--- src/pmpcr_pkg.sv ---
// Package for the power management and PHY control register bank.
// Assumes a single 20 MHz clock and a 12-bit APB byte address.
package pmpcr_pkg;

   // ------------------------------------------------------------------
   // Timing
   // ------------------------------------------------------------------
   localparam int CLK_MHZ = 20;
   localparam int WAKE_UNIT_MS = 16;
   localparam int SLEEP_UNIT_S = 1;
   localparam int WAKE_UNIT_CYC = WAKE_UNIT_MS * 1000 * CLK_MHZ;
   localparam int SLEEP_UNIT_CYC = SLEEP_UNIT_S * 1000000 * CLK_MHZ;
   localparam int PRE_W = 25;

   // ------------------------------------------------------------------
   // Register indices (byte address is four times the index)
   // ------------------------------------------------------------------
   localparam logic [9:0] IDX_PMEC = 10'h0d4;
   localparam logic [9:0] IDX_TIMER = 10'h0d6;
   localparam logic [9:0] IDX_PHYRST = 10'h0d8;
   localparam logic [9:0] IDX_BCTL = 10'h0e4;
   localparam logic [9:0] IDX_IRQ = 10'h0f0;
   localparam logic [9:0] IDX_GRR = 10'h0f2;
   localparam logic [9:0] IDX_PSTAT = 10'h0f4;

   // ------------------------------------------------------------------
   // Field positions, masks and reset values
   // ------------------------------------------------------------------
   localparam int PM_POL = 12;
   localparam int PM_AUTOWK = 7;
   localparam int BC_LOOP = 14;
   localparam int BC_F100 = 13;
   localparam int BC_ANEN = 12;
   localparam int BC_ANRST = 9;
   localparam int BC_FDX = 8;
   localparam int BC_XALG = 5;
   localparam int BC_FMDI = 4;
   localparam int BC_XDIS = 3;
   localparam int BC_TXDIS = 1;
   localparam int BC_LEDDIS = 0;
   localparam logic [15:0] PMEC_WMASK = 16'h7fc3;
   localparam logic [15:0] BCTL_WMASK = 16'h7d3f;
   localparam logic [15:0] PHYRST_WMASK = 16'hfffe;
   localparam logic [15:0] PMEC_RST = 16'h0000;
   localparam logic [15:0] TIMER_RST = 16'h080c;
   localparam logic [15:0] BCTL_RST = 16'h3120;
   localparam logic [15:0] PHYRST_RST = 16'h0000;
   localparam logic [1:0] MODE_NORMAL = 2'h0;
   localparam logic [1:0] MODE_ENERGY = 2'h1;
   localparam logic [1:0] MODE_SOFTPD = 2'h2;
   localparam logic [1:0] MODE_SAVING = 2'h3;

   typedef enum logic {PWR_NORMAL, PWR_LOW} pmpcr_pwr_t;

   typedef struct packed {
      logic loopback;
      logic force100;
      logic anEnable;
      logic anRestart;
      logic fullDuplex;
      logic xoverAlg;
      logic xoverDisable;
      logic forceMdi;
      logic txDisable;
      logic ledDisable;
   } pmpcr_phy_t;

   typedef struct packed {
      logic [15:0] pmec;
      logic [3:0] wakeEvt;
      logic [15:0] timer;
      logic [15:0] phyRst;
      logic [15:0] bctl;
      logic [1:0] irq;
      pmpcr_pwr_t pwr;
      logic [PRE_W-1:0] pre;
      logic [7:0] units;
      logic [2:0] enSync;
      logic [2:0] lkSync;
      logic pready;
      logic pslverr;
      logic [31:0] prdata;
      logic wakePin;
      logic phyRstPulse;
      logic anRstPulse;
   } pmpcr_state_t;

   localparam pmpcr_state_t ST_RST = '{pmec: PMEC_RST, timer: TIMER_RST,
      phyRst: PHYRST_RST, bctl: BCTL_RST, pwr: PWR_NORMAL, wakePin: 1'b1,
      default: '0};

endpackage : pmpcr_pkg

--- src/pmpcr_regs.sv ---
// Power management, energy-detect timers and PHY control registers.
// Assumes an APB master on the same clock and event pulses from the MAC.
// Operation
// RULE_01: Wake source field: 0001 energy, 0010 link up, 0100 magic, 1000 frame.
// RULE_02: Energy wake sets interrupt status bit 2, link-up wake sets bit 3.
// RULE_03: Wake pin asserts when a recorded event has its pin enable set.
// RULE_04: Wake bits clear only on power-up reset or write one.
// RULE_05: Wake pin deasserts once the wake bits are cleared.
// RULE_06: Two-bit mode field selects normal, energy, soft down, saving; resets zero.
// RULE_07: Energy mode has low and normal power states; energy wakes it.
// RULE_08: Soft power-down ends only on a read of the global reset register; here a PMEC write of another mode or a soft reset also ends it.
// RULE_09: Wake time counts continuous energy in 16 ms units, default 8.
// RULE_10: Sleep time counts continuous quiet in 1 s units, default 12.
// RULE_11: Host never programs either timer field to zero.
// RULE_12: Writing one to PHY reset bit pulses a reset; bit reads zero.
// RULE_13: Control bit 14 loops host transmit back to host receive.
// RULE_14: Bit 12 enables negotiation; when off bit 13 picks 100 or 10.
// RULE_15: Writing one to bit 9 restarts auto-negotiation.
// RULE_16: Bit 8 forces full or half duplex, default full.
// RULE_17: Bit 5 picks the crossover detection variant, default first.
// RULE_18: Bit 3 disables auto crossover; then bit 4 forces MDI or MDI-X.
// RULE_19: Bit 1 disables transmit, bit 0 disables LEDs, both default zero.
// RULE_20: Automatic wake from low power needs auto wake-up enable bit 7.
// RULE_21: Bit 12 sets wake pin polarity, high when set.
// RULE_22: Writing zero keeps wake bits; no write can set them.
`timescale 1ns/10ps
module pmpcr_regs
   import pmpcr_pkg::*;
#(
   parameter int WAKE_CYC = WAKE_UNIT_CYC,
   parameter int SLEEP_CYC = SLEEP_UNIT_CYC
)
(
   input wire logic clock,
   input wire logic rst_b,
   input wire logic ce,
   input wire logic softReset,
   input wire logic psel,
   input wire logic penable,
   input wire logic pwrite,
   input wire logic [11:0] paddr,
   input wire logic [31:0] pwdata,
   output logic pready,
   output logic pslverr,
   output logic [31:0] prdata,
   input wire logic energyDetect,
   input wire logic linkUp,
   input wire logic magicPacket,
   input wire logic wakeFrame,
   output logic wakePin,
   output logic [1:0] powerMode,
   output logic lowPower,
   output logic phyReset,
   output pmpcr_phy_t phyCtl
);

   // ------------------------------------------------------------------
   // Elaboration checks
   // ------------------------------------------------------------------
   if (WAKE_CYC < 1 || WAKE_CYC > 2 ** PRE_W || SLEEP_CYC < 1 || SLEEP_CYC > 2 ** PRE_W)
   begin : g_bad
      $error("Timer unit counts out of range.");
   end

   localparam logic [PRE_W-1:0] WAKE_LAST = PRE_W'(WAKE_CYC - 1);
   localparam logic [PRE_W-1:0] SLEEP_LAST = PRE_W'(SLEEP_CYC - 1);

   // ------------------------------------------------------------------
   // Decode helpers
   // ------------------------------------------------------------------
   function automatic logic isMapped(logic [9:0] i);
      if (i == IDX_PMEC || i == IDX_TIMER || i == IDX_PHYRST || i == IDX_BCTL)
      begin
         return 1'b1;
      end
      else if (i == IDX_IRQ || i == IDX_GRR || i == IDX_PSTAT)
      begin
         return 1'b1;
      end
      else
      begin
         return 1'b0;
      end
   endfunction : isMapped

   function automatic logic [15:0] readReg(pmpcr_state_t s, logic [9:0] i);
      if (i == IDX_PMEC)
      begin
         return {s.pmec[15:6], s.wakeEvt, s.pmec[1:0]};
      end
      else if (i == IDX_TIMER)
      begin
         return s.timer;
      end
      else if (i == IDX_PHYRST)
      begin
         return s.phyRst;
      end
      else if (i == IDX_BCTL)
      begin
         return s.bctl;
      end
      else if (i == IDX_IRQ)
      begin
         return {12'h0000, s.irq, 2'h0};
      end
      else if (i == IDX_PSTAT)
      begin
         return {15'h0000, s.pwr == PWR_LOW};
      end
      else
      begin
         return 16'h0000;
      end
   endfunction : readReg

   // ------------------------------------------------------------------
   // State
   // ------------------------------------------------------------------
   pmpcr_state_t s_r;
   pmpcr_state_t s_nxt;
   logic [9:0] idx;
   logic commit;
   logic energyLvl;
   logic [3:0] evSet;
   logic [1:0] mode;

   assign idx = paddr[11:2];
   assign commit = psel & penable & s_r.pready;
   assign energyLvl = s_r.enSync[1];
   assign mode = s_r.pmec[1:0];

   // Next state: bus access, timers, event capture and pin drive.
   always_comb
   begin
      s_nxt = s_r;
      evSet = 4'h0;
      s_nxt.enSync = {s_r.enSync[1:0], energyDetect};
      s_nxt.lkSync = {s_r.lkSync[1:0], linkUp};
      s_nxt.pready = 1'b0;
      s_nxt.pslverr = 1'b0;
      s_nxt.phyRstPulse = 1'b0;
      s_nxt.anRstPulse = 1'b0;

      // One wait state keeps read data and pready straight from flops.
      if (psel && penable && !s_r.pready)
      begin
         s_nxt.pready = 1'b1;
         s_nxt.pslverr = !isMapped(idx);
         s_nxt.prdata = {16'h0000, readReg(s_r, idx)};
      end

      // Register writes take effect only at the completing edge.
      if (commit && pwrite)
      begin
         if (idx == IDX_PMEC)
         begin
            s_nxt.pmec = pwdata[15:0] & PMEC_WMASK; // RULE_06
            s_nxt.wakeEvt = s_r.wakeEvt & ~pwdata[5:2]; // RULE_04 RULE_22
         end
         else if (idx == IDX_TIMER)
         begin
            s_nxt.timer = pwdata[15:0]; // RULE_09 RULE_10
         end
         else if (idx == IDX_PHYRST)
         begin
            s_nxt.phyRst = pwdata[15:0] & PHYRST_WMASK;
            s_nxt.phyRstPulse = pwdata[0]; // RULE_12
         end
         else if (idx == IDX_BCTL)
         begin
            s_nxt.bctl = pwdata[15:0] & BCTL_WMASK;
            s_nxt.anRstPulse = pwdata[BC_ANRST]; // RULE_15
         end
         else if (idx == IDX_IRQ)
         begin
            s_nxt.irq = s_r.irq & ~pwdata[3:2];
         end
      end

      // A read of the global reset register ends soft power-down, as do a PMEC write of another mode and a soft reset.
      if (commit && !pwrite && idx == IDX_GRR && mode == MODE_SOFTPD)
      begin
         s_nxt.pmec[1:0] = MODE_NORMAL; // RULE_08
      end

      // Energy detect: quiet time sends it to sleep, energy time wakes it.
      if (mode != MODE_ENERGY)
      begin
         s_nxt.pwr = PWR_NORMAL;
         s_nxt.pre = '0;
         s_nxt.units = 8'h00;
      end
      else
      begin
         case (s_r.pwr)
            PWR_NORMAL:
            begin
               if (energyLvl)
               begin
                  s_nxt.pre = '0;
                  s_nxt.units = 8'h00;
               end
               else if (s_r.pre != SLEEP_LAST)
               begin
                  s_nxt.pre = s_r.pre + 1'b1;
               end
               else if (s_r.units + 8'h01 == s_r.timer[7:0])
               begin
                  s_nxt.pwr = PWR_LOW; // RULE_10 RULE_07
                  s_nxt.pre = '0;
                  s_nxt.units = 8'h00;
               end
               else
               begin
                  s_nxt.pre = '0;
                  s_nxt.units = s_r.units + 8'h01;
               end
            end
            PWR_LOW:
            begin
               if (!energyLvl)
               begin
                  s_nxt.pre = '0;
                  s_nxt.units = 8'h00;
               end
               else if (s_r.pre != WAKE_LAST)
               begin
                  s_nxt.pre = s_r.pre + 1'b1;
               end
               else if (s_r.units + 8'h01 == s_r.timer[15:8])
               begin
                  evSet[0] = 1'b1; // RULE_09 RULE_01
                  if (s_r.pmec[PM_AUTOWK])
                  begin
                     s_nxt.pwr = PWR_NORMAL; // RULE_20 RULE_07
                  end
                  s_nxt.pre = '0;
                  s_nxt.units = 8'h00;
               end
               else
               begin
                  s_nxt.pre = '0;
                  s_nxt.units = s_r.units + 8'h01;
               end
            end
            default:
            begin
               s_nxt.pwr = PWR_NORMAL;
            end
         endcase
      end

      // Other wake sources count only while a power mode is active.
      if (mode != MODE_NORMAL)
      begin
         evSet[1] = s_r.lkSync[1] & ~s_r.lkSync[2]; // RULE_01
         evSet[2] = magicPacket;
         evSet[3] = wakeFrame;
      end

      // A soft reset restores control state but leaves the wake bits.
      if (softReset)
      begin
         s_nxt.pmec = PMEC_RST;
         s_nxt.timer = TIMER_RST;
         s_nxt.phyRst = PHYRST_RST;
         s_nxt.bctl = BCTL_RST;
         s_nxt.irq = 2'h0;
         s_nxt.pwr = PWR_NORMAL;
         s_nxt.pre = '0;
         s_nxt.units = 8'h00; // RULE_04
      end

      // Setting wins over a clear in the same cycle.
      s_nxt.wakeEvt = s_nxt.wakeEvt | evSet; // RULE_01 RULE_22
      s_nxt.irq = s_nxt.irq | evSet[1:0]; // RULE_02

      // Pin follows the stored bits, so clearing them drops it.
      s_nxt.wakePin = (|(s_nxt.wakeEvt & s_nxt.pmec[11:8]))
         ~^ s_nxt.pmec[PM_POL]; // RULE_03 RULE_05 RULE_21
   end

   // Single register stage; clock enable freezes everything but reset.
   always_ff @(posedge clock)
   begin
      if (!rst_b)
      begin
         s_r <= ST_RST;
      end
      else if (ce)
      begin
         s_r <= s_nxt;
      end
   end

   // ------------------------------------------------------------------
   // Outputs
   // ------------------------------------------------------------------
   assign pready = s_r.pready;
   assign pslverr = s_r.pslverr;
   assign prdata = s_r.prdata;
   assign wakePin = s_r.wakePin;
   assign powerMode = s_r.pmec[1:0]; // RULE_06
   assign lowPower = s_r.pwr == PWR_LOW;
   assign phyReset = s_r.phyRstPulse; // RULE_12
   assign phyCtl.loopback = s_r.bctl[BC_LOOP]; // RULE_13
   assign phyCtl.force100 = s_r.bctl[BC_F100]; // RULE_14
   assign phyCtl.anEnable = s_r.bctl[BC_ANEN]; // RULE_14
   assign phyCtl.anRestart = s_r.anRstPulse; // RULE_15
   assign phyCtl.fullDuplex = s_r.bctl[BC_FDX]; // RULE_16
   assign phyCtl.xoverAlg = s_r.bctl[BC_XALG]; // RULE_17
   assign phyCtl.xoverDisable = s_r.bctl[BC_XDIS]; // RULE_18
   assign phyCtl.forceMdi = s_r.bctl[BC_FMDI]; // RULE_18
   assign phyCtl.txDisable = s_r.bctl[BC_TXDIS]; // RULE_19
   assign phyCtl.ledDisable = s_r.bctl[BC_LEDDIS]; // RULE_19

   logic wrPm;
   assign wrPm = commit && pwrite && idx == IDX_PMEC && !softReset;
endmodule : pmpcr_regs

--- config.mk ---
export PLATFORM = sky130hd
export DESIGN_NAME = pmpcr_regs
export DESIGN_NICKNAME = d
export VERILOG_FILES = /design/src/pmpcr_pkg.sv /design/src/pmpcr_regs.sv
export SDC_FILE = /design/constraint.sdc
export NUM_CORES = 1
export LEC_CHECK = 0
export BUFFER_PORTS_ARGS = -buffer_cell sky130_fd_sc_hd__buf_2
export CAP_MARGIN = 10
export CORE_MARGIN = 2
export CORE_UTILIZATION = 57
export DETAILED_ROUTE_END_ITERATION = 10
export GPL_TIMING_DRIVEN = 0
export PLACE_DENSITY = 0.8
export SLEW_MARGIN = 10
export SYNTH_ARGS = -nofsm -noshare
export SYNTH_HDL_FRONTEND = slang
export SYNTH_SLANG_ARGS = --single-unit
--- constraint.sdc ---
create_clock -name clock -period 4.1 [get_ports clock]
set_clock_uncertainty 0.05 [all_clocks]
set_input_delay 0.82 -clock clock [delete_from_list [all_inputs] [get_ports clock]]
set_output_delay 0.82 -clock clock [all_outputs]
set_load 0.1 [all_outputs]
==> results of run 1 <==
## tightest hold or removal path, stage by stage, from the launching register on
cell	delay, ns
sky130_fd_sc_hd__dfxtp_1	0.31
sky130_fd_sc_hd__nand2_1	0.05
sky130_fd_sc_hd__a21oi_1	0.05
## path summary, 6_finish.rpt
check	end	slack [ns]
worst max register to register	s_r[71]	0.85
worst min-delay path	s_r[108]	0.40
worst min register to register	s_r[108]	0.40
worst max-delay path	s_r[102]	0.75
## logic make-up after synthesis
| family | count (synthesis) | synth area share (%) |
|---|---|---|
| buffers and inverters | 113 | 9.43 |
| adder cells (fa/ha/maj) | 2 | 0.386 |
| other | 1 | 0.0578 |
| AO/OA/AOI/OAI | 231 | 23.0 |
| multiplexers | 10 | 1.54 |
| AND/OR/NAND/NOR | 314 | 24.8 |
| flip-flops | 120 | 37.0 |
| XOR/XNOR | 28 | 3.78 |
## report_power, final
group / internal, mW / total [mW] / switching (mW)
registers: 1.18 / 1.19 / 0.00813
logic: 0.0678 / 0.328 / 0.260
clock network: 0.983 / 1.54 / 0.559
## stage by stage
stage / instances / util [%] / hold slack (ns)
6_report: 1074 / 69.8 / 0.401
5_1_grt: 1074 / 69.8 / 0.419
4_1_cts: 1074 / 69.8 / 0.401
3_5_place_dp: 1042 / 64.3 / 0.393
3_3_place_gp: 1042 / 64.3 / 0.389
2_1_floorplan: 834 / - / 0.382
## final cells by class
cell class | instances | area [um^2] | share of cell area [%]
inverter | 15 | 56.3 | 0.734
clock buffer | 20 | 457 | 5.96
multi-input combinational | 601 | 3530 | 46.1
clock inverter | 12 | 150 | 1.96
buffer | 98 | 556 | 7.24
tap | 140 | 175 | 2.28
sequential | 120 | 2400 | 31.3
timing repair buffer | 68 | 340 | 4.44
## per-layer routing
metal / vias up / global-route usage [%] / routed length, um
met4: 0 / 18.5 / 934
met3: 73 / 9.79 / 2460
li1: 3117 / - / -
met1: 3202 / 46.1 / 8590
met5: - / 0 / 0
met2: 450 / 53.8 / 9770
## cells in the mapped netlist (3+ instances only)
cell type	count	area [um^2]
sky130_fd_sc_hd__and2_1	10	62.6
sky130_fd_sc_hd__nand2_1	85	319
sky130_fd_sc_hd__mux2i_1	10	100
sky130_fd_sc_hd__nand2b_1	7	43.8
sky130_fd_sc_hd__nor3_1	13	65.1
sky130_fd_sc_hd__o22ai_1	11	68.8
sky130_fd_sc_hd__nand3_1	47	235
sky130_fd_sc_hd__inv_1	14	52.6
sky130_fd_sc_hd__buf_4	45	338
sky130_fd_sc_hd__a21oi_1	74	370
sky130_fd_sc_hd__o21a_1	4	30.0
sky130_fd_sc_hd__nor2_1	71	267
sky130_fd_sc_hd__nor4_1	11	68.8
sky130_fd_sc_hd__and3_1	5	31.3
sky130_fd_sc_hd__nor3b_1	4	30.0
sky130_fd_sc_hd__o2111a_1	3	33.8
sky130_fd_sc_hd__or3_1	5	31.3
sky130_fd_sc_hd__a211oi_1	9	67.6
sky130_fd_sc_hd__nand4b_1	4	35.0
sky130_fd_sc_hd__clkbuf_1	44	165
sky130_fd_sc_hd__xnor2_1	15	131
sky130_fd_sc_hd__a22oi_1	24	180
sky130_fd_sc_hd__xor2_1	13	114
sky130_fd_sc_hd__a31oi_1	4	25.0
sky130_fd_sc_hd__o211ai_1	3	22.5
sky130_fd_sc_hd__buf_2	3	15.0
sky130_fd_sc_hd__and4_1	3	26.3
sky130_fd_sc_hd__a222oi_1	3	30.0
sky130_fd_sc_hd__a22o_1	3	26.3
sky130_fd_sc_hd__buf_1	4	15.0
sky130_fd_sc_hd__nand4_1	16	100
sky130_fd_sc_hd__o21ai_0	44	220
sky130_fd_sc_hd__nor2b_1	11	68.8
sky130_fd_sc_hd__a221oi_1	12	105
sky130_fd_sc_hd__dfxtp_1	120	2400
sky130_fd_sc_hd__o31ai_1	4	30.0
sky130_fd_sc_hd__a2bb2oi_1	3	26.3
sky130_fd_sc_hd__o2bb2ai_1	3	26.3
sky130_fd_sc_hd__o21ai_1	7	35.0
## state kept, by name, summed over array words and instances, names as in the netlist
| register | flops |
|---|---|
| lowPower | 1 |
| energyLvl | 1 |
| phyReset | 1 |
| pready | 1 |
| pslverr | 1 |
| wakePin | 1 |
| prdata | 16 |
| phyCtl | 10 |
| s_nxt | 3 |
| powerMode | 2 |
| s_r | 83 |
==> results.sh, run 1 <==
export IMPL_power_total_mw=3.06
export IMPL_rows=38
export IMPL_layout_cell_share_with_drive_strength_beyond_1_pct=17.9
export IMPL_result_of_the_run="finished, final reports clean"
export IMPL_die_height_um=111
export IMPL_drt_drc_violations_left=0
export IMPL_synthesized_instance_count=819
export IMPL_cpPeakStageDelay_ns=0.52
export IMPL_syn_to_final_growth_pct=18.2
export IMPL_finalWorstPathRequiredPeriod_ns=3.35
export IMPL_timing_fmax_ghz=0.298
export IMPL_post_cts_resized=0
export IMPL_min_path_type="reg -> reg"
export IMPL_clockRootBuffer="sky130_fd_sc_hd__clkbuf_16"
export IMPL_finalWirelength_um=21800
export IMPL_synth_ff_latch_count=120
export IMPL_floorplan_initialDensity_pct=59.1
export IMPL_finish_net_count=978
export IMPL_pre_cts_ws_ns=0.423
export IMPL_dpl_hpwl_um=15500
export IMPL_die_width_um=111
export IMPL_insertion_delay_ns=0.43
export IMPL_numPortBuffers=68
export IMPL_post_route_worst_setup_slack_ns=0.745
export IMPL_firstDrtPassIters=8
export IMPL_timing_hold_worst_path_depth=2
export IMPL_drtAntennaViolNets=0
export IMPL_num_antenna_cells=0
export IMPL_placeable_core_region_um2=11000
export IMPL_post_cts_hold_buffer_count=0
export IMPL_r2r_cells=9
export IMPL_finalSetupTns_ns=0
export IMPL_critPathArrivalTime_ns=3.66
export IMPL_critical_path_cell_count=10
export IMPL_numClockSinks=120
export IMPL_ios=104
export IMPL_critPathLaunchType="input port"
export IMPL_most_common_cell_after_layout_fill_and_taps_aside="sky130_fd_sc_hd__dfxtp_1"
export IMPL_synth_async_reset_ratio_pct=0
export IMPL_gp_congestion=0.987
export IMPL_synth_warning_count=0
export IMPL_worst_path_buf_inv=3
export IMPL_cts_h_tree_depth=4
export IMPL_max_slew_margin_pct=33.6
export IMPL_post_cts_repair_setup_buffers=0
export IMPL_critical_path_class="in -> reg"
export IMPL_ir_drop_uv=388
export IMPL_gr_usage_all_layers_pct=35.4
export IMPL_mostFrequentLayoutCells="sky130_fd_sc_hd__dfxtp_1, sky130_fd_sc_hd__nand2_1, sky130_fd_sc_hd__a21oi_1"
export IMPL_post_route_cell_area_um2=7670
export IMPL_critical_path_data_required_time_ns=4.41
export IMPL_setup_worst_path_end_class="register"
export IMPL_syn_cell_area_um2=6490
export IMPL_crit_chain="buf_2 > or4_4 > buf_6 > nor3_2 > nand2b_1 > nor2_1 > o21ai_1 > clkbuf_1 > nand2_1 > a21oi_1"
export IMPL_drv_cap=0
export IMPL_vias=6842
export IMPL_clk_transition_reported_paths_ns=0.06
export IMPL_setup_viol=0
export IMPL_crit_fanout=10
export IMPL_syn_mean_instance_area_um2=7.92
export IMPL_detail_route_wl_per_cell_um=20.3
export IMPL_cts_path_max_buffers=2
export IMPL_synth_ff_type="sky130_fd_sc_hd__dfxtp_1"
export IMPL_netlist_cell_type_count=73
export IMPL_tightestPinTransition_ns=0.993
export IMPL_pwr_density_cell_nw_per_um2=399
export IMPL_static_leakage_power_nw=2.78
export IMPL_setup_repair_after_global_routing_missed_its_margin="false"
export IMPL_timing_max_transition_violations_final=0
export IMPL_fp_dieArea_um2=12300
export IMPL_finalHoldViolCount=0
export IMPL_period_share_pct=81.8
export IMPL_antenna_found_initial=0
export IMPL_number_of_buffers_created_by_cts=17
export IMPL_route_detailed_vias_per_inst=6.37
export IMPL_dpl_cell_area_um2=7060
export IMPL_first_global_vias=6424
export IMPL_fillerInstances=915
export IMPL_grt_first_pass_wirelength_um=34200
export IMPL_regToRegStartpoint="s_r[67]"
export IMPL_grt_max_degree=17
export IMPL_hp_start="s_r[108]"
export IMPL_cp_slowest_cell="sky130_fd_sc_hd__or4_4"
export IMPL_gr_total_overflow=0
export IMPL_ys_seq_area_share_pct=37.0
export IMPL_first_iter_violations=958
export IMPL_cts_tree="yes"
export IMPL_critical_path_startpoint="paddr[11]"
export IMPL_worst_path_dominant_cell_family="simple AND/OR/NAND/NOR gates"
export IMPL_synth_edf_count=0
(Power assumes the default switching activity.)
==> inputs of run 2 (changes only) <==
Clock period 4.1 ns to 3.45 ns, I/O delays scaled along.
==> run 2 against run 1 <==
  * First-iteration DRC count grew 1.9%
  * Utilization about the same
  * Die area stayed put
  * Combinational power grew 19%
  * Sequential power increased by 18%
  * Clock power is 19% higher
  * Hold slack about the same
  * Routed wire length fell by 0.29%
  * Highest routed layer unchanged
  * Non-clock buffer count stayed put
  * Cell count is the same
  * Total power grew 19%
==> results.sh, run 2 (same netlist as run 1, synthesis figures left out) <==
export IMPL_numClockSinks=120
export IMPL_cp_slowest_cell="sky130_fd_sc_hd__nor3_2"
export IMPL_cpPeakStageDelay_ns=0.53
export IMPL_critical_path_data_required_time_ns=3.76
export IMPL_detail_route_wl_per_cell_um=20.2
export IMPL_number_of_buffers_created_by_cts=17
export IMPL_critPathArrivalTime_ns=3.52
export IMPL_ir_drop_uv=460
export IMPL_gr_usage_all_layers_pct=35.4
export IMPL_gr_total_overflow=0
export IMPL_tightestPinTransition_ns=0.947
export IMPL_drtAntennaViolNets=0
export IMPL_die_height_um=111
export IMPL_layout_cell_share_with_drive_strength_beyond_1_pct=18.0
export IMPL_crit_fanout=10
export IMPL_timing_max_transition_violations_final=0
export IMPL_crit_chain="buf_2 > or4_4 > buf_6 > nor3_2 > nand2b_1 > nor2_1 > o21ai_1 > clkbuf_1 > nand2_1 > a21oi_1"
export IMPL_drt_drc_violations_left=0
export IMPL_cts_tree="yes"
export IMPL_power_total_mw=3.63
export IMPL_largest_reg_flops=83
export IMPL_post_cts_repair_setup_buffers=0
export IMPL_finalWorstPathRequiredPeriod_ns=3.21
export IMPL_firstDrtPassIters=6
export IMPL_regToRegStartpoint="s_r[67]"
export IMPL_post_cts_hold_buffer_count=0
export IMPL_grt_first_pass_wirelength_um=34200
export IMPL_fillerInstances=914
export IMPL_setup_worst_path_end_class="register"
export IMPL_result_of_the_run="finished, final reports clean"
export IMPL_mostFrequentLayoutCells="sky130_fd_sc_hd__dfxtp_1, sky130_fd_sc_hd__nand2_1, sky130_fd_sc_hd__a21oi_1"
export IMPL_route_detailed_vias_per_inst=6.37
export IMPL_drv_cap=0
export IMPL_rows=38
export IMPL_setup_reg_to_reg_worst_slack_ns=0.35
export IMPL_share_comb_of_total_power_pct=10.7
export IMPL_critical_path_class="in -> reg"
export IMPL_setup_viol=0
export IMPL_static_leakage_power_nw=2.78
export IMPL_max_slew_margin_pct=36.7
export IMPL_numPortBuffers=68
export IMPL_finish_net_count=978
export IMPL_timing_hold_worst_endpoint="s_r[108]"
export IMPL_syn_to_final_growth_pct=18.2
export IMPL_p_seq_share_pct=38.9
export IMPL_insertion_delay_ns=0.43
export IMPL_finalHoldViolCount=0
export IMPL_timing_hold_worst_path_depth=2
export IMPL_hp_start="s_r[108]"
export IMPL_pre_cts_ws_ns=-0.0972
export IMPL_vias=6844
export IMPL_finalWirelength_um=21700
export IMPL_ios=104
export IMPL_grt_max_degree=17
export IMPL_post_cts_resized=0
export IMPL_sw_frac_of_total_pct=27.0
export IMPL_first_global_vias=6424
export IMPL_cts_path_max_buffers=2
export IMPL_placeable_core_region_um2=11000
export IMPL_clk_transition_reported_paths_ns=0.06
export IMPL_worst_r2r_endpoint="s_r[49]"
export IMPL_fp_dieArea_um2=12300
export IMPL_antenna_found_initial=0
export IMPL_floorplan_initialDensity_pct=59.1
export IMPL_finalSetupTns_ns=0
export IMPL_most_common_cell_after_layout_fill_and_taps_aside="sky130_fd_sc_hd__dfxtp_1"
export IMPL_clockRootBuffer="sky130_fd_sc_hd__clkbuf_16"
export IMPL_switching_component_of_the_power_mw=0.983
export IMPL_period_share_pct=93.1
export IMPL_dpl_hpwl_um=15500
export IMPL_post_route_worst_setup_slack_ns=0.237
export IMPL_setup_repair_after_global_routing_missed_its_margin="false"
export IMPL_first_iter_violations=976
export IMPL_num_antenna_cells=0
export IMPL_r2r_cells=7
export IMPL_fin_util_pct=69.8
export IMPL_pwr_density_cell_nw_per_um2=474
export IMPL_min_path_type="reg -> reg"
export IMPL_die_width_um=111
export IMPL_share_clk_of_total_power_pct=50.4
export IMPL_internal_power_mw=2.65
export IMPL_cts_h_tree_depth=4
export IMPL_timing_fmax_ghz=0.311
export IMPL_top_register="s_r"
export IMPL_critPathLaunchType="input port"
export IMPL_gp_congestion=0.987
[run 2: layer usage]
| layer | track usage, % | vias up | part of all wire [%] |
|---|---|---|---|
| met2 | 53.8 | 443 | 45 |
| met3 | 9.79 | 72 | 11 |
| met4 | 18.5 | 0 | 4.4 |
| li1 | - | 3117 | - |
| met1 | 46.1 | 3212 | 40 |
| met5 | 0 | - | 0 |
[run 2: area by class of cell]
type | instances | area (um^2) | share of cell area (%)
flip-flops and latches | 120 | 2400 | 31.3
clock inverters | 12 | 150 | 1.96
inverters | 15 | 56.3 | 0.734
well taps | 140 | 175 | 2.28
plain buffers | 98 | 557 | 7.26
clock buffers | 20 | 457 | 5.95
repair buffers | 68 | 340 | 4.44
multi-input cells | 601 | 3530 | 46.1
[run 2: worst max-delay path: cells and delay by family]
kind            cells  cell delay [ns]
compound gates      2             0.55
buf+inv             3             0.75
simple gates        5             1.51
[run 2: power by group through the flow]
stage	Combinational, mW	Sequential [mW]	Clock, mW
2_1_floorplan	0.273	1.45	0
4_1_cts	0.381	1.41	1.83
5_1_grt	0.403	1.41	1.90
3_3_place_gp	0.377	1.44	0
3_5_place_dp	0.380	1.44	0
6_report	0.390	1.41	1.83
[run 2: per-stage QoR]
| stage | hold slack, ns | cells | area [um^2] |
|---|---|---|---|
| finish | 0.401 | 1074 | 7670 |
| global placement | 0.389 | 1042 | 7060 |
| floorplan | 0.382 | 834 | 6550 |
| detailed placement | 0.393 | 1042 | 7060 |
| global route | 0.419 | 1074 | 7670 |
| CTS | 0.401 | 1074 | 7670 |
[run 2: worst max-delay path by stage]
stage | from | to
6_report | paddr[11] | s_r[102]
3_3_place_gp | paddr[11] | s_r[109]
3_5_place_dp | paddr[11] | s_r[102]
2_1_floorplan | pready | wakePin
4_1_cts | paddr[11] | s_r[102]
5_1_grt | s_r[67] | s_r[71]
